<file path="config.mk">
export PLATFORM = sky130hd
export DESIGN_NAME = acquisition_trigger_sequencer
export DESIGN_NICKNAME = d
export VERILOG_FILES = /design/src/include/acq_seq_pkg.sv /design/src/rtl/acquisition_trigger_sequencer.sv /design/src/rtl/trig_edge_detect.sv /design/src/rtl/frame_pacer.sv
export SDC_FILE = /design/constraint.sdc
export NUM_CORES = 1
export LEC_CHECK = 0
export BUFFER_PORTS_ARGS = -buffer_cell sky130_fd_sc_hd__buf_2
export CAP_MARGIN = 20
export CORE_ASPECT_RATIO = 0.9
export CORE_MARGIN = 2
export CORE_UTILIZATION = 30
export DETAILED_ROUTE_END_ITERATION = 10
export GPL_TIMING_DRIVEN = 0
export SYNTH_ARGS = -nofsm -noshare
export SYNTH_HDL_FRONTEND = slang
export SYNTH_SLANG_ARGS = --single-unit
</file>
<file path="constraint.sdc">
create_clock -name sys_clk_i -period 3.4 [get_ports sys_clk_i]
set_input_delay 0.34 -clock sys_clk_i [delete_from_list [all_inputs] [get_ports sys_clk_i]]
set_output_delay 0.34 -clock sys_clk_i [all_outputs]
set_load 0.005 [all_outputs]
</file>
<file path="src/include/acq_seq_pkg.sv">
package acq_seq_pkg;

   // ==========================================================================
   // Bus geometry
   localparam int ADDR_W = 5;
   localparam int DATA_W = 32;
   localparam int BE_W   = 4;
   localparam int LINES  = 2;

   // ==========================================================================
   // Register word indices (byte address = index * 4)
   localparam logic [2:0] REG_CTRL   = 3'h0;
   localparam logic [2:0] REG_BURST  = 3'h1;
   localparam logic [2:0] REG_RATE   = 3'h2;
   localparam logic [2:0] REG_STATUS = 3'h3;
   localparam logic [2:0] REG_TOTAL  = 3'h4;

   // ==========================================================================
   // Control register fields
   localparam int CTRL_ACQ_EN      = 0;
   localparam int CTRL_ACQ_TRIG_ON = 1;
   localparam int CTRL_FRM_TRIG_ON = 2;
   localparam int CTRL_ACQ_SRC     = 3;
   localparam int CTRL_ACQ_ACT     = 4;
   localparam int CTRL_FRM_SRC     = 6;
   localparam int CTRL_FRM_ACT     = 7;
   localparam int CTRL_W           = 9;
   localparam logic [CTRL_W-1:0] CTRL_RST = 9'h000;

   // Edge activation codes
   localparam logic [1:0] ACT_RISE = 2'h0;
   localparam logic [1:0] ACT_FALL = 2'h1;
   localparam logic [1:0] ACT_ANY  = 2'h2;

   // ==========================================================================
   // Burst length and frame pacing
   localparam int BURST_W = 16;
   localparam logic [BURST_W-1:0] BURST_RST = 16'h0001;
   localparam int RATE_EN        = 31;
   localparam int PERIOD_W       = 24;
   localparam logic [PERIOD_W-1:0] PERIOD_RST = 24'h0F4240;
   localparam logic RATE_EN_RST  = 1'b0;

   // ==========================================================================
   // Status register fields
   localparam int STAT_STATE     = 0;
   localparam int STAT_READY     = 2;
   localparam int STAT_BURST_CNT = 16;

   typedef enum logic [1:0] {
      ST_IDLE,
      ST_WAIT_ACQ,
      ST_WAIT_FRAME
   } seq_state_t;

endpackage : acq_seq_pkg

</file>
<file path="src/rtl/acquisition_trigger_sequencer.sv">
// Our own choices: the Avalon-MM slave port and the address map.
`timescale 1ns/1ps
// Functional notes
// - Continuous mode with both stages off makes all events internally and runs without pause.
// - Internal frames are paced at the programmed period unless the pipeline is slower.
// - With pacing disabled, internal frames start as soon as the pipeline is ready.
// - With the burst stage off every burst opens internally.
// - With the frame stage on a frame starts only on a frame trigger, one per frame.
// - The frame trigger comes from the selected line on the selected edge.
// - With the burst stage on, the selected edge moves waiting-burst to waiting-frame.
// - With the burst stage on, after a nonzero programmed frame count the sequencer returns to waiting for a burst.
// - With the burst stage on, no frame starts after a burst ends until a fresh burst edge arrives.
// - Frame triggers are ignored while waiting for a burst.
// - With bursts external and frame stage off, frames are paced internally.
module acquisition_trigger_sequencer (
   // Clock and reset
   input  wire logic                              sys_clk_i,
   input  wire logic                              rst_b_i,
   // Avalon-MM slave
   input  wire logic [acq_seq_pkg::ADDR_W-1:0]    avs_address_i,
   input  wire logic                              avs_read_i,
   input  wire logic                              avs_write_i,
   input  wire logic [acq_seq_pkg::DATA_W-1:0]    avs_writedata_i,
   input  wire logic [acq_seq_pkg::BE_W-1:0]      avs_byteenable_i,
   output logic [acq_seq_pkg::DATA_W-1:0]         avs_readdata_o,
   output logic                                   avs_waitrequest_o,
   // Trigger input lines
   input  wire logic [acq_seq_pkg::LINES-1:0]     trig_line_i,
   // Sensor pipeline
   input  wire logic                              frame_ready_i,
   output logic                                   frame_start_o,
   output logic                                   burst_start_o,
   // Acquisition status
   output logic                                   wait_acq_o,
   output logic                                   wait_frame_o
);
   import acq_seq_pkg::*;

   typedef struct packed {
      logic [DATA_W-1:0]   rdata;
      logic                waitreq;
      logic [CTRL_W-1:0]   ctrl;
      logic [BURST_W-1:0]  burst_len;
      logic                rate_en;
      logic [PERIOD_W-1:0] period;
      seq_state_t          state;
      logic [BURST_W-1:0]  burst_cnt;
      logic [DATA_W-1:0]   total;
      logic                frame_start;
      logic                burst_start;
      logic                wait_acq;
      logic                wait_frame;
   } seq_reg_t;

   seq_reg_t st;
   seq_reg_t next_st;

   logic [LINES-1:0] line_rise;
   logic [LINES-1:0] line_fall;
   logic             pace_elapsed;

   // ==========================================================================
   // Per-line synchronisers and edge detectors
   genvar g;
   generate
      for (g = 0; g < LINES; g++) begin : g_line
         trig_edge_detect u_edge (
            .sys_clk_i (sys_clk_i),
            .rst_b_i   (rst_b_i),
            .line_i    (trig_line_i[g]),
            .rise_o    (line_rise[g]),
            .fall_o    (line_fall[g])
         );
      end
   endgenerate

   // ==========================================================================
   // Internal frame pacing
   frame_pacer u_pacer (
      .sys_clk_i (sys_clk_i),
      .rst_b_i   (rst_b_i),
      .restart_i (next_st.frame_start),
      .period_i  (st.period),
      .elapsed_o (pace_elapsed)
   );

   // ==========================================================================
   // Helpers
   function automatic logic pick_edge(input logic [LINES-1:0] rise,
                                      input logic [LINES-1:0] fall,
                                      input logic             src,
                                      input logic [1:0]       act);
      logic r;
      logic f;
      r = rise[src];
      f = fall[src];
      unique case (act)
         ACT_RISE: pick_edge = r;
         ACT_FALL: pick_edge = f;
         ACT_ANY:  pick_edge = r | f;
         default:  pick_edge = 1'b0;
      endcase
   endfunction : pick_edge

   function automatic logic [DATA_W-1:0] merge_be(input logic [DATA_W-1:0] old_v,
                                                 input logic [DATA_W-1:0] new_v,
                                                 input logic [BE_W-1:0]   be);
      logic [DATA_W-1:0] res;
      res = old_v;
      for (int i = 0; i < BE_W; i++) begin
         if (be[i]) begin
            res[i*8 +: 8] = new_v[i*8 +: 8];
         end
      end
      return res;
   endfunction : merge_be

   // ==========================================================================
   // Next-state logic
   logic              acq_edge;
   logic              frm_edge;
   logic              frm_trig;
   logic              acq_en;
   logic              acq_trig_on;
   logic              frm_trig_on;
   logic [2:0]        widx;
   logic [DATA_W-1:0] wmerge;
   logic [DATA_W-1:0] rmux;
   logic [BURST_W-1:0] cnt_inc;

   always_comb begin
      next_st             = st;
      next_st.frame_start = 1'b0;
      next_st.burst_start = 1'b0;
      widx                = avs_address_i[4:2];
      wmerge              = '0;
      rmux                = '0;
      cnt_inc             = st.burst_cnt + {{(BURST_W-1){1'b0}}, 1'b1};

      // Fixed one wait state: request seen, then answered at the next edge
      next_st.waitreq = ~((avs_read_i | avs_write_i) & st.waitreq);

      unique case (widx)
         REG_CTRL:   rmux = {{(DATA_W-CTRL_W){1'b0}}, st.ctrl};
         REG_BURST:  rmux = {{(DATA_W-BURST_W){1'b0}}, st.burst_len};
         REG_RATE:   rmux = {st.rate_en, {(DATA_W-PERIOD_W-1){1'b0}}, st.period};
         REG_STATUS: rmux = {st.burst_cnt, {(STAT_BURST_CNT-STAT_READY-1){1'b0}},
                             frame_ready_i, st.state};
         REG_TOTAL:  rmux = st.total;
         default:    rmux = '0;
      endcase
      if (avs_read_i && st.waitreq) begin
         next_st.rdata = rmux;
      end

      // Writes commit at the edge where waitrequest is seen low
      if (avs_write_i && !st.waitreq) begin
         unique case (widx)
            REG_CTRL: begin
               wmerge       = merge_be({{(DATA_W-CTRL_W){1'b0}}, st.ctrl},
                                       avs_writedata_i, avs_byteenable_i);
               next_st.ctrl = wmerge[CTRL_W-1:0];
            end
            REG_BURST: begin
               wmerge            = merge_be({{(DATA_W-BURST_W){1'b0}}, st.burst_len},
                                            avs_writedata_i, avs_byteenable_i);
               next_st.burst_len = wmerge[BURST_W-1:0];
            end
            REG_RATE: begin
               wmerge          = merge_be({st.rate_en, {(DATA_W-PERIOD_W-1){1'b0}},
                                           st.period}, avs_writedata_i, avs_byteenable_i);
               next_st.rate_en = wmerge[RATE_EN];
               next_st.period  = wmerge[PERIOD_W-1:0];
            end
            default: begin
            end
         endcase
      end

      acq_en      = st.ctrl[CTRL_ACQ_EN];
      acq_trig_on = st.ctrl[CTRL_ACQ_TRIG_ON];
      frm_trig_on = st.ctrl[CTRL_FRM_TRIG_ON];
      acq_edge    = pick_edge(line_rise, line_fall, st.ctrl[CTRL_ACQ_SRC],
                              st.ctrl[CTRL_ACQ_ACT +: 2]);
      frm_edge    = pick_edge(line_rise, line_fall, st.ctrl[CTRL_FRM_SRC],
                              st.ctrl[CTRL_FRM_ACT +: 2]);
      // Internal trigger waits for pacing only when pacing is enabled
      frm_trig    = frm_trig_on ? frm_edge
                                : (~st.rate_en | pace_elapsed);

      unique case (st.state)
         ST_IDLE: begin
            if (acq_en) begin
               if (acq_trig_on) begin
                  next_st.state = ST_WAIT_ACQ;
               end else begin
                  next_st.state       = ST_WAIT_FRAME;
                  next_st.burst_start = 1'b1;
                  next_st.burst_cnt   = '0;
               end
            end
         end
         ST_WAIT_ACQ: begin
            // Frame triggers have no effect here
            if (acq_edge || !acq_trig_on) begin
               next_st.state       = ST_WAIT_FRAME;
               next_st.burst_start = 1'b1;
               next_st.burst_cnt   = '0;
            end
         end
         ST_WAIT_FRAME: begin
            // A frame-line edge while the pipeline is busy is dropped, not queued
            if (frm_trig && frame_ready_i) begin
               next_st.frame_start = 1'b1;
               next_st.burst_cnt   = cnt_inc;
               next_st.total       = st.total + {{(DATA_W-1){1'b0}}, 1'b1};
               if (st.burst_len != '0 && cnt_inc == st.burst_len) begin
                  if (acq_trig_on) begin
                     next_st.state = ST_WAIT_ACQ;
                  end else begin
                     next_st.burst_start = 1'b1;
                     next_st.burst_cnt   = '0;
                  end
               end
            end
         end
      endcase

      if (!acq_en) begin
         next_st.state       = ST_IDLE;
         next_st.frame_start = 1'b0;
         next_st.burst_start = 1'b0;
      end

      next_st.wait_acq   = (next_st.state == ST_WAIT_ACQ);
      next_st.wait_frame = (next_st.state == ST_WAIT_FRAME);
   end

   // ==========================================================================
   // State register
   always_ff @(posedge sys_clk_i or negedge rst_b_i) begin
      if (!rst_b_i) begin
         st           <= '0;
         st.waitreq   <= 1'b1;
         st.ctrl      <= CTRL_RST;
         st.burst_len <= BURST_RST;
         st.rate_en   <= RATE_EN_RST;
         st.period    <= PERIOD_RST;
         st.state     <= ST_IDLE;
      end else begin
         st <= next_st;
      end
   end

   assign avs_readdata_o    = st.rdata;
   assign avs_waitrequest_o = st.waitreq;
   assign frame_start_o     = st.frame_start;
   assign burst_start_o     = st.burst_start;
   assign wait_acq_o        = st.wait_acq;
   assign wait_frame_o      = st.wait_frame;

endmodule : acquisition_trigger_sequencer

</file>
<file path="src/rtl/trig_edge_detect.sv">
`timescale 1ns/1ps
module trig_edge_detect (
   // Clock and reset
   input  wire logic sys_clk_i,
   input  wire logic rst_b_i,
   // Trigger line
   input  wire logic line_i,
   // Edge pulses
   output logic      rise_o,
   output logic      fall_o
);
   import acq_seq_pkg::*;

   typedef struct packed {
      logic sync1;
      logic sync2;
      logic prev;
      logic rise;
      logic fall;
   } edge_state_t;

   edge_state_t st;
   edge_state_t next_st;

   // ==========================================================================
   // Two-stage synchroniser, then one-cycle edge pulses
   always_comb begin
      next_st       = st;
      next_st.sync1 = line_i;
      next_st.sync2 = st.sync1;
      next_st.prev  = st.sync2;
      next_st.rise  = st.sync2 & ~st.prev;
      next_st.fall  = ~st.sync2 & st.prev;
   end

   always_ff @(posedge sys_clk_i or negedge rst_b_i) begin
      if (!rst_b_i) begin
         st <= '0;
      end else begin
         st <= next_st;
      end
   end

   assign rise_o = st.rise;
   assign fall_o = st.fall;

endmodule : trig_edge_detect

</file>
<file path="src/rtl/frame_pacer.sv">
`timescale 1ns/1ps
module frame_pacer (
   // Clock and reset
   input  wire logic                              sys_clk_i,
   input  wire logic                              rst_b_i,
   // Control
   input  wire logic                              restart_i,
   input  wire logic [acq_seq_pkg::PERIOD_W-1:0]  period_i,
   // Status
   output logic                                   elapsed_o
);
   import acq_seq_pkg::*;

   typedef struct packed {
      logic [PERIOD_W-1:0] cnt;
      logic                elapsed;
   } pace_state_t;

   pace_state_t st;
   pace_state_t next_st;

   // ==========================================================================
   // Cycles since last frame start, saturating once the period is reached
   always_comb begin
      next_st = st;
      if (restart_i) begin
         next_st.cnt = {{(PERIOD_W-1){1'b0}}, 1'b1};
      end else if (!st.elapsed) begin
         next_st.cnt = st.cnt + {{(PERIOD_W-1){1'b0}}, 1'b1};
      end
      next_st.elapsed = (next_st.cnt >= period_i);
   end

   always_ff @(posedge sys_clk_i or negedge rst_b_i) begin
      if (!rst_b_i) begin
         st <= '0;
      end else begin
         st <= next_st;
      end
   end

   assign elapsed_o = st.elapsed;

endmodule : frame_pacer

</file>
==> run summary, run 1 <==
====================================================================================================
Classification of the worst-slack hold path                                             primary input to register
Slew Viols, Final                                                                                  0
Overall routing resource usage                                                                 15.6%
Number of endpoints failing setup at the final stage                                               0
Part of the cycle the worst path needs                                                         95.2%
Warning count from the yosys run                                                                   0
Worst hold path cell count                                                                         2
Cell internal power dissipation                                                              4410 uW
Antenna Violating Nets Remaining                                                                   0
Most area-hungry cell type in the Yosys netlist                                         sky130_fd_sc_hd__dfrtp_1
Number of flops mapped to enable cells by yosys                                                    0
Instance area after placement                                                           10,300 sq um
Die W                                                                                    191 microns
Total length of routed wires                                                                 24.8 mm
Clock latency at the later pin of the worst-skew pair                                         430 ps
Layout cells sized above 1                                                                     22.7%
Clock-pin slew reported for the worst setup and hold paths after clock tree synthesis          60 ps
Drt drc                                                                                            0
CP startpoint kind                                                                          register
Synth unique cells                                                                                59
Startpoint of the lowest-slack hold path                                                  avs_read_i
Number of inserted filler cells in the final layout                                            3,159
Most instantiated flip-flop cell in the synthesis netlist                               sky130_fd_sc_hd__dfrtp_1
Endpoint arrival time on the critical path                                                   3530 ps
Congestion Overflow GR                                                                             0
Peak supply drop                                                                          0.000342 V
Net switching fraction of the power                                                            32.3%
Destination of the worst hold path                                                      avs_waitrequest_o$_DFF_PN1_
Routability-driven placement congestion ratio                                                  0.905
Initial drt markers                                                                              576
Kind of end point of the critical path                                                      register
Number of storage elements in the synthesis netlist                                              172
Top cell type's share of synthesized area                                                      43.4%
Detailed-placement wirelength estimate                                                       19.0 mm
RSZ-0062 raised after global routing                                                              no
Number of clock buffers inserted by TritonCTS                                                     17
Max-cap violations                                                                                 0
IO Pins                                                                                           85
PD cells                                                                                 592 nW/um^2
Slew at the pin closest to its max-slew limit                                                 757 ps
Maximum fanout count along the critical path                                                       7
Number of nets in the layout                                                                   1,129
Total non-filler cell area in the finished layout                                       11,000 sq um
Comb power frac                                                                                25.5%
Final critical-path required period                                                          3240 ps
Cell Rows                                                                                         61
Floorplan die height                                                                     172 microns
Pin count of the biggest net entering global routing                                              98
Vias in the first global route                                                                 6,867
Start-to-end type of the worst setup path                                               register to register
Number of clock sinks                                                                            172
Required time of the critical path                                                           3690 ps
Proportion of synthesized chip area in sequential cells                                        45.9%
Achievable frequency                                                                         309 MHz
Standard cell core area                                                                 30,800 sq um
Status                                                                                  finished clean
Synthesized Nets                                                                               1,033
Vias                                                                                           7,220
Critical Path Max Stage Delay                                                                 480 ps
Most common cell in the netlist                                                         sky130_fd_sc_hd__dfrtp_1
# port buffers                                                                                    74
Deepest clock path buffer count                                                                    2
Clock skew                                                                                   8.79 ps
Number of antenna violations at the first check in global routing                                  0
Initial core utilization                                                                       30.5%
Rel. slew slack                                                                                49.5%
TritonCTS clock tree                                                                             yes
H-tree depth reported by CTS                                                                       4
TritonRoute pass-1 iters                                                                           5
Multi-input gate area                                                                     4530 sq um
Most used cell, CP                                                                      sky130_fd_sc_hd__a21o_1
Switching power summed over all nets                                                         2110 uW
Leakage dissipation                                                                       0.00494 uW
Average instance area after synthesis                                                     9.84 sq um
Worst reg-to-reg path cell count                                                                  14
Register share of total power                                                                  42.6%
Terminus of the critical flop-to-flop path                                              u_pacer.elapsed_o$_DFF_PN0_
Number of hold-slack violations in the final timing report                                         0
Hold Worst Slack                                                                             86.0 ps
Global-route wire length before repair                                                       38.7 mm
Share of flip-flops with an asynchronous set or reset after synthesis                           100%
Clock network fraction of total power                                                          32.0%
Worst r2r src                                                                           u_pacer.elapsed_o$_DFF_PN0_
Reg area                                                                                  4320 sq um
Synth Instances                                                                                  955
Cells taking the most area after synthesis                                              sky130_fd_sc_hd__dfrtp_1 (43%), sky130_fd_sc_hd__mux2_2 (6.0%), sky130_fd_sc_hd__nand2_1 (4.2%), sky130_fd_sc_hd__xnor2_1 (4.1%), sky130_fd_sc_hd__ha_1 (4.0%)
Clock tree root driver cell                                                             sky130_fd_sc_hd__clkbuf_16
Vias per inst                                                                                   4.90
Setup slack on the worst flop-to-flop path                                                    160 ps
Routed len/inst                                                                         16.8 microns
Netlist Area Pre-Place                                                                    9390 sq um
Standard cell with the maximum stage delay on the critical path                         sky130_fd_sc_hd__or3b_2
Cell Chain, Critical Path                                                               or3b_2 -> and4_1 -> buf_2 -> and2_4 -> nor2b_2 -> ha_1 -> nand2b_1 -> a21o_1 -> a21o_1 -> a21o_1 -> a21oi_1 -> o21ai_2 -> a21oi_2 -> o31ai_2
Die outline area                                                                        32,700 sq um
Commonest cells in the synthesized netlist                                              sky130_fd_sc_hd__dfrtp_1 (163), sky130_fd_sc_hd__nand2_1 (104), sky130_fd_sc_hd__nor2_1 (70)
Area added between synthesis and finish                                                        17.2%
====================================================================================================
## state kept, by name (all words and copies together) (netlist names), 2 cells and up
name / cells
g_line.u_edge.st: 2
g_line.u_edge.next_st: 4
g_line.u_edge.fall_o: 2
avs_readdata_o: 32
st: 97
u_pacer.st: 24
g_line.u_edge.rise_o: 2
## metal layers
metal,GRT usage [%],wire (microns),vias to the layer above,share of wire [%]
li1,-,-,3490,-
met3,3.61,1530,16,6.2
met2,23.0,10600,200,43
met4,3.71,203,0,0.82
met5,0,0,-,0
met1,22.9,12500,3514,50
## worst max-delay path: cells and delay by family, from the launching register on
| family | cells | cell delay [ps] |
|---|---|---|
| fa+ha+maj | 1 | 230 |
| flops | 1 | 460 |
| compound gates | 7 | 1060 |
| simple gates | 5 | 1170 |
| buf+inv | 1 | 180 |
## power groups by stage
stage                     registers, uW  clock network (uW)  logic (uW)
after floorplan                    2670                   0        1170
after global placement             2800                   0        1560
after detailed placement           2800                   0        1600
after CTS                          2770                2120        1630
after global routing               2820                2210        1900
final                              2770                2080        1660
## per-stage QoR
stage	util (%)	TNS, ps	total power, uW	setup WS [ps]	instances
final	35.7	0	6520	163	1474
after CTS	35.6	0	6530	6.83	1473
after detailed placement	33.4	-441	4410	-441	1439
after global placement	33.3	-133060	4350	-842	1438
after global routing	35.7	0	6930	1.18	1473
after floorplan	-	0	3840	381	955
## repair_timing
action                                  4_1_cts  5_1_grt
pin swaps                                     1        1
resized for setup                             9       10
endpoints found under the setup margin        1        1
buffers inserted                              0        1
hold buffers                                  3        0
endpoints found under the hold margin        71        0
## how the worst max path moves through the flow
stage | endpoint | from | slack [ps]
3_5_place_dp | u_pacer.elapsed_o$_DFF_PN0_ | st[101]$_DFFE_PN0P_ | -440
4_1_cts | u_pacer.elapsed_o$_DFF_PN0_ | u_pacer.elapsed_o$_DFF_PN0_ | 7
3_3_place_gp | avs_readdata_o[25]$_DFFE_PN0P_ | rst_b_i | -840
2_1_floorplan | u_pacer.elapsed_o$_DFF_PN0_ | u_pacer.elapsed_o$_DFF_PN0_ | 380
5_1_grt | u_pacer.elapsed_o$_DFF_PN0_ | u_pacer.elapsed_o$_DFF_PN0_ | 1
6_report | u_pacer.elapsed_o$_DFF_PN0_ | u_pacer.elapsed_o$_DFF_PN0_ | 160
## kinds of logic (layout without fill, tap and decap cells)
logic type | Yosys count | in the layout | synth area share [%]
other | 0 | 1 | 0
xor gates and xnor gates | 74 | 74 | 6.90
buffers and inverters | 116 | 225 | 6.25
DFF | 172 | 172 | 45.9
AOI/OAI and AO/OA | 161 | 161 | 10.5
and+or+nand+nor | 325 | 325 | 17.4
muxes | 77 | 77 | 9.00
adders and majority gates | 30 | 30 | 4.00
## cell type report
type | instances | share of cell area (%)
Timing Repair Buffer | 79 | 4.04
Sequential cell | 172 | 39.2
Clock inverter | 12 | 1.69
Tap cell | 409 | 4.65
Inverter | 35 | 1.19
Buffer | 79 | 4.14
Antenna cell | 1 | 0.0227
Multi-Input combinational cell | 667 | 41.1
Clock buffer | 20 | 3.96
## layout by cell type, fill, tap and decap left out, types with 27 or more instances in the layout
master                       n
sky130_fd_sc_hd__dfrtp_1   162
sky130_fd_sc_hd__nand2_1   104
sky130_fd_sc_hd__buf_2      86
sky130_fd_sc_hd__nor2_1     68
sky130_fd_sc_hd__o21ai_0    56
sky130_fd_sc_hd__mux2_2     50
sky130_fd_sc_hd__xnor2_1    44
sky130_fd_sc_hd__a21oi_1    40
sky130_fd_sc_hd__buf_4      38
sky130_fd_sc_hd__inv_1      35
sky130_fd_sc_hd__nand3_1    34
sky130_fd_sc_hd__xor2_1     30
sky130_fd_sc_hd__ha_1       30
sky130_fd_sc_hd__clkbuf_1   27
Power figures use the tool's default switching activity.
==> run 2: changes to the inputs <==
--- a/config.mk
+++ b/config.mk
@@ -12,6 +12,7 @@
 export CORE_UTILIZATION = 30
 export DETAILED_ROUTE_END_ITERATION = 10
 export GPL_TIMING_DRIVEN = 0
+export PLACE_DENSITY = 0.44
 export SYNTH_ARGS = -nofsm -noshare
 export SYNTH_HDL_FRONTEND = slang
 export SYNTH_SLANG_ARGS = --single-unit
==> run 2 against run 1 <==
Compared with the run above:
- sequential cell count unchanged
- combinational power increased by 3%
- sequential power is essentially flat
- die area is the same
- critical path depth decreased by 1
- setup slack got worse by 5.7 ps
- fmax is 0.17% lower
==> run summary, run 2 (synthesis gave the netlist of run 1 again) <==
====================================================================================================
Area added between synthesis and finish                                                        17.0%
Global-route wire length before repair                                                       41.6 mm
Number of clock sinks                                                                            172
Initial core utilization                                                                       30.5%
Critical path destination                                                               u_pacer.elapsed_o$_DFF_PN0_
Summed negative setup slack over all endpoints                                                  0 ps
Slew Viols, Final                                                                                  0
Vias                                                                                           7,041
Top library cells by usage in the layout, fill and taps aside                           sky130_fd_sc_hd__dfrtp_1 (162), sky130_fd_sc_hd__nand2_1 (104), sky130_fd_sc_hd__buf_2 (85)
Switching power summed over all nets                                                         2170 uW
Number of nets in the layout                                                                   1,130
Most frequent standard cell in the layout excluding fill and tap cells                  sky130_fd_sc_hd__dfrtp_1
Standard cell core area                                                                 30,800 sq um
Worst setup path startpoint                                                             u_pacer.elapsed_o$_DFF_PN0_
Placed Cells incl. Taps                                                                        1,439
Clock skew                                                                                   11.2 ps
Floorplan die height                                                                     172 microns
Worst r2r src                                                                           u_pacer.elapsed_o$_DFF_PN0_
Slew at the pin closest to its max-slew limit                                                 789 ps
Die outline area                                                                        32,700 sq um
Number of flip-flops under the largest register name                                              97
Register share of total power                                                                  43.1%
Cell internal power dissipation                                                              4260 uW
Start-to-end type of the worst setup path                                               register to register
Layout cells sized above 1                                                                     23.2%
Number of hold-slack violations in the final timing report                                         0
Rel. slew slack                                                                                47.4%
Drt drc                                                                                            0
Clock-pin slew reported for the worst setup and hold paths after clock tree synthesis          70 ps
Deepest clock path buffer count                                                                    2
IO Pins                                                                                           85
Number of endpoints failing setup at the final stage                                               0
CP startpoint kind                                                                          register
Largest register by flop count                                                                    st
Comb power frac                                                                                26.6%
Power, Total                                                                                 6420 uW
Cell Rows                                                                                         61
TritonCTS clock tree                                                                             yes
Overall routing resource usage                                                                 16.9%
Initial drt markers                                                                              493
Terminus of the critical flop-to-flop path                                              u_pacer.elapsed_o$_DFF_PN0_
Max-cap violations                                                                                 0
Number of clock buffers inserted by TritonCTS                                                     17
Final critical-path required period                                                          3240 ps
Status                                                                                  finished clean
Net switching fraction of the power                                                            33.7%
Part of the cycle the worst path needs                                                         95.4%
Vias per inst                                                                                   4.78
Number of antenna violations at the first check in global routing                                  0
# port buffers                                                                                    74
Antenna Violating Nets Remaining                                                                   0
Final antenna diode count                                                                          0
Clock network fraction of total power                                                          30.3%
TritonRoute pass-1 iters                                                                           5
Detailed-placement wirelength estimate                                                       20.2 mm
Setup slack on the worst flop-to-flop path                                                    160 ps
Kind of end point of the critical path                                                      register
Clock tree root driver cell                                                             sky130_fd_sc_hd__clkbuf_16
Congestion Overflow GR                                                                             0
Peak supply drop                                                                          0.000365 V
Total length of routed wires                                                                 26.6 mm
Classification of the worst-slack hold path                                             primary input to register
Number of standard cells in the layout, taps in and fillers out                                1,474
Pin count of the biggest net entering global routing                                             101
Leakage dissipation                                                                       0.00493 uW
H-tree depth reported by CTS                                                                       4
Routed len/inst                                                                         18.0 microns
Achievable frequency                                                                         308 MHz
Maximum fanout count along the critical path                                                       7
Routability-driven placement congestion ratio                                                  0.841
Required time of the critical path                                                           3700 ps
Endpoint arrival time on the critical path                                                   3540 ps
Die W                                                                                    191 microns
Number of inserted filler cells in the final layout                                            3,210
Worst reg-to-reg path cell count                                                                  13
Clock latency at the later pin of the worst-skew pair                                         430 ps
Vias in the first global route                                                                 6,939
Worst hold path cell count                                                                         2
PD cells                                                                                 584 nW/um^2
====================================================================================================
## run 2: layer usage
metal / wire, microns / vias up / global-route usage (%) / share of wire, %
met3: 1100 / 18 / 3.00 / 4.1
met5: 0 / - / 0 / 0
met4: 240 / 0 / 4.25 / 0.90
met2: 11400 / 142 / 24.6 / 43
met1: 13800 / 3392 / 25.8 / 52
li1: - / 3489 / - / -
## run 2: final cells by class
| cell class | instances | area (sq um) | share of cell area (%) |
|---|---|---|---|
| plain buffers | 78 | 454 | 4.13 |
| clock buffers | 20 | 467 | 4.25 |
| clock inverters | 12 | 113 | 1.02 |
| inverters | 35 | 131 | 1.20 |
| multi-input cells | 667 | 4540 | 41.3 |
| flip-flops and latches | 172 | 4320 | 39.3 |
| well taps | 409 | 512 | 4.66 |
| repair buffers | 81 | 460 | 4.19 |
## run 2: repair_timing
item / 4_1_cts / 5_1_grt
pin swaps: 1 / 1
gates resized for setup: 10 / 13
buffers inserted: 0 / 3
hold buffers: 3 / 0
hold endpoints to repair: 73 / 0
setup endpoints to repair: 1 / 1
## run 2: how the worst min path moves through the flow
| stage | slack, ps | endpoint | startpoint |
|---|---|---|---|
| detailed placement | 340 | g_line[0].u_edge.next_st[2]$_DFF_PN0_ | g_line[0].u_edge.next_st[3]$_DFF_PN0_ |
| CTS | 110 | st[76]$_DFFE_PN0P_ | avs_writedata_i[22] |
| global placement | 340 | g_line[1].u_edge.next_st[2]$_DFF_PN0_ | g_line[1].u_edge.next_st[3]$_DFF_PN0_ |
| finish | 130 | st[76]$_DFFE_PN0P_ | avs_writedata_i[22] |
| floorplan | 40 | acq_en$_DFFE_PN0P_ | rst_b_i |
| global route | 110 | st[76]$_DFFE_PN0P_ | avs_writedata_i[22] |
## run 2: metrics by stage
stage	hold slack, ps	utilization, %	area, sq um	worst slack (ps)
2_1_floorplan	44.4	-	9390	381
3_3_place_gp	338	33.3	10300	-1110
3_5_place_dp	337	33.4	10300	-725
4_1_cts	109	35.5	10900	16.5
5_1_grt	112	35.6	11000	-12.8
6_report	131	35.6	11000	158
## run 2: worst max-delay path, stage by stage, from the launching register on
cell and delay [ps]:
sky130_fd_sc_hd__dfrtp_2 450, sky130_fd_sc_hd__or3b_2 490, sky130_fd_sc_hd__and4_2 330, sky130_fd_sc_hd__and2_4 210
sky130_fd_sc_hd__nor2b_2 140, sky130_fd_sc_hd__ha_1 230, sky130_fd_sc_hd__nand2b_1 140, sky130_fd_sc_hd__a21o_1 180
sky130_fd_sc_hd__a21o_1 170, sky130_fd_sc_hd__a21o_1 180, sky130_fd_sc_hd__a21oi_2 150, sky130_fd_sc_hd__o21ai_2 100
sky130_fd_sc_hd__a21oi_2 230, sky130_fd_sc_hd__o31ai_4 100
## run 2: power by group through the flow
stage	combinational (uW)	clock (uW)	sequential [uW]
6_report	1710	1950	2770
5_1_grt	1960	2100	2810
4_1_cts	1670	2010	2770
3_5_place_dp	1630	0	2810
3_3_place_gp	1610	0	2810
2_1_floorplan	1170	0	2670
==> run 3: changes to the inputs <==
--- a/config.mk
+++ b/config.mk
@@ -13,6 +13,7 @@
 export DETAILED_ROUTE_END_ITERATION = 10
 export GPL_TIMING_DRIVEN = 0
 export PLACE_DENSITY = 0.44
+export SETUP_SLACK_MARGIN = 0.4
 export SYNTH_ARGS = -nofsm -noshare
 export SYNTH_HDL_FRONTEND = slang
 export SYNTH_SLANG_ARGS = --single-unit
==> run 3 against run 2 <==
Compared with the run above:
- power grew 5.6%
- register-to-register slack gained 160 ps
- combinational power rose by 11%
- die area unchanged
- cell count up 0.81%
- count of clock-buffer cells in the layout down 2
- global-route usage grew 0.078 points
==> run summary, run 3 (synthesis gave the netlist of run 1 again) <==
====================================================================================================
Status                                                                                  finished clean
Required time of the critical path                                                           3700 ps
Max-cap violations                                                                                 0
Detailed-placement wirelength estimate                                                       20.1 mm
Most used cell, CP                                                                      sky130_fd_sc_hd__a21o_1
Congestion Overflow GR                                                                             0
Buffering stage count on the worst path with inverters included                                    2
Floorplan die height                                                                     172 microns
Rel. slew slack                                                                                49.2%
Routed len/inst                                                                         18.2 microns
PD cells                                                                                 598 nW/um^2
Routability-driven placement congestion ratio                                                  0.823
Clock latency at the later pin of the worst-skew pair                                         440 ps
Global-route wire length before repair                                                       42.0 mm
# port buffers                                                                                    74
Kind of end point of the critical path                                                      register
Number of inserted filler cells in the final layout                                            3,195
Standard cell with the maximum stage delay on the critical path                         sky130_fd_sc_hd__dfrtp_1
Cell Chain, Critical Path                                                               mux2i_2 -> o221ai_2 -> and4_1 -> buf_6 -> and2_4 -> clkbuf_16 -> nor2b_4 -> ha_4 -> nand2b_4 -> a21o_1 -> a21o_1 -> a21o_1 -> a21oi_2 -> o21ai_2 -> a21oi_2 -> o31ai_4
Die W                                                                                    191 microns
IO Pins                                                                                           85
Die outline area                                                                        32,700 sq um
Achievable frequency                                                                         325 MHz
Largest register by flop count                                                                    st
Final critical-path required period                                                          3080 ps
Maximum fanout count along the critical path                                                       5
Drt drc                                                                                            0
Leakage dissipation                                                                       0.00504 uW
RSZ-0062 raised after global routing                                                             yes
Pin count of the biggest net entering global routing                                             105
Pre-CTS setup slack                                                                          -518 ps
Critical Path Max Stage Delay                                                                 430 ps
Power, Total                                                                                 6790 uW
TritonRoute pass-1 iters                                                                           4
Final core utilization                                                                         36.8%
Number of clock buffers inserted by TritonCTS                                                     17
Standard cell core area                                                                 30,800 sq um
Overall routing resource usage                                                                 17.0%
CP startpoint kind                                                                          register
Minimum setup slack in the final design                                                       322 ps
Slew Viols, Final                                                                                  0
Antenna Violating Nets Remaining                                                                   0
Part of the cycle the worst path needs                                                         90.5%
H-tree depth reported by CTS                                                                       4
Clock skew                                                                                   12.3 ps
Number of hold-slack violations in the final timing report                                         0
Endpoint arrival time on the critical path                                                   3380 ps
Initial core utilization                                                                       30.5%
TritonCTS clock tree                                                                             yes
Vias                                                                                           7,116
Initial drt markers                                                                              490
Vias in the first global route                                                                 6,969
Cell Rows                                                                                         61
Deepest clock path buffer count                                                                    2
Clock-pin slew reported for the worst setup and hold paths after clock tree synthesis          80 ps
Number of clock sinks                                                                            172
Most frequent standard cell in the layout excluding fill and tap cells                  sky130_fd_sc_hd__dfrtp_1
Number of antenna violations at the first check in global routing                                  1
Clock tree root driver cell                                                             sky130_fd_sc_hd__clkbuf_16
Total length of routed wires                                                                 27.0 mm
Classification of the worst-slack hold path                                             primary input to register
Number of endpoints failing setup at the final stage                                               0
Peak supply drop                                                                          0.000341 V
Vias per inst                                                                                   4.79
Number of nets in the layout                                                                   1,141
Start-to-end type of the worst setup path                                               register to register
Dominant delay contributor by cell family on the critical path                          compound AO/OA/AOI/OAI gates
Number of flip-flops under the largest register name                                              97
Layout cells sized above 1                                                                     26.3%
Slew at the pin closest to its max-slew limit                                                 763 ps
Area added between synthesis and finish                                                        20.7%
Top library cells by usage in the layout, fill and taps aside                           sky130_fd_sc_hd__dfrtp_1 (161), sky130_fd_sc_hd__nand2_1 (103), sky130_fd_sc_hd__buf_2 (85)
====================================================================================================
-- run 3: cell count changes in the layout (fill, tap and decap cells not counted), sizes merged --
cell	change
bufinv	+2
clkinv	-3
inv	+3
clkbuf	-2
buf	+11
diode	+1
-- run 3: area by class of cell --
cell class,instances,area (sq um),area share (%)
diodes,1,2.50,0.0221
multi-input cells,667,4730,41.7
well taps,409,512,4.51
plain buffers,81,514,4.53
repair buffers,89,524,4.62
clock inverters,14,183,1.61
clock buffers,18,429,3.78
inverters,35,131,1.16
flip-flops and latches,172,4320,38.1
-- run 3: power breakdown --
| group | internal, uW | switching (uW) | leakage (uW) | total [uW] |
|---|---|---|---|---|
| Clock | 1170 | 921 | 0.000294 | 2100 |
| Combinational | 902 | 1000 | 0.00252 | 1900 |
| Sequential | 2400 | 384 | 0.00223 | 2790 |
| Total | 4480 | 2310 | 0.00504 | 6790 |
-- run 3: path summary, 6_finish.rpt --
path | from | to | slack [ps] | cells after the start
min in group asynchronous | rst_b_i | avs_readdata_o[26]$_DFFE_PN0P_ | 460 | 2
max in group asynchronous | rst_b_i | u_pacer.elapsed_o$_DFF_PN0_ | 1970 | 3
max | st[101]$_DFFE_PN0P_ | u_pacer.elapsed_o$_DFF_PN0_ | 320 | 16
max reg2reg | st[101]$_DFFE_PN0P_ | u_pacer.elapsed_o$_DFF_PN0_ | 320 | 16
min | avs_writedata_i[20] | st[74]$_DFFE_PN0P_ | 120 | 2
min reg2reg | g_line[0].u_edge.next_st[3]$_DFF_PN0_ | g_line[0].u_edge.next_st[2]$_DFF_PN0_ | 350 | 0
-- run 3: metal layers --
layer	part of all wire, %	track usage, %	up-vias
met5	0	0	-
met4	1.1	4.31	0
met3	3.0	2.62	18
met2	43	25.3	115
met1	53	25.7	3469
li1	-	-	3514
-- run 3: what timing repair did --
item                                    CTS  global route
gates resized for setup                  38            31
hold buffers                              3             0
setup buffers                             7             4
endpoints found under the setup margin   14            16
endpoints found under the hold margin    69             0
pin swaps                                14            11
-- run 3: stage by stage --
stage	setup TNS [ps]	hold WS [ps]	area, sq um	instances
global placement	-179410	340	10300	1438
detailed placement	-518	338	10300	1439
finish	0	122	11300	1486
CTS	0	106	11200	1481
floorplan	0	44.4	9400	955
global route	0	108	11300	1486
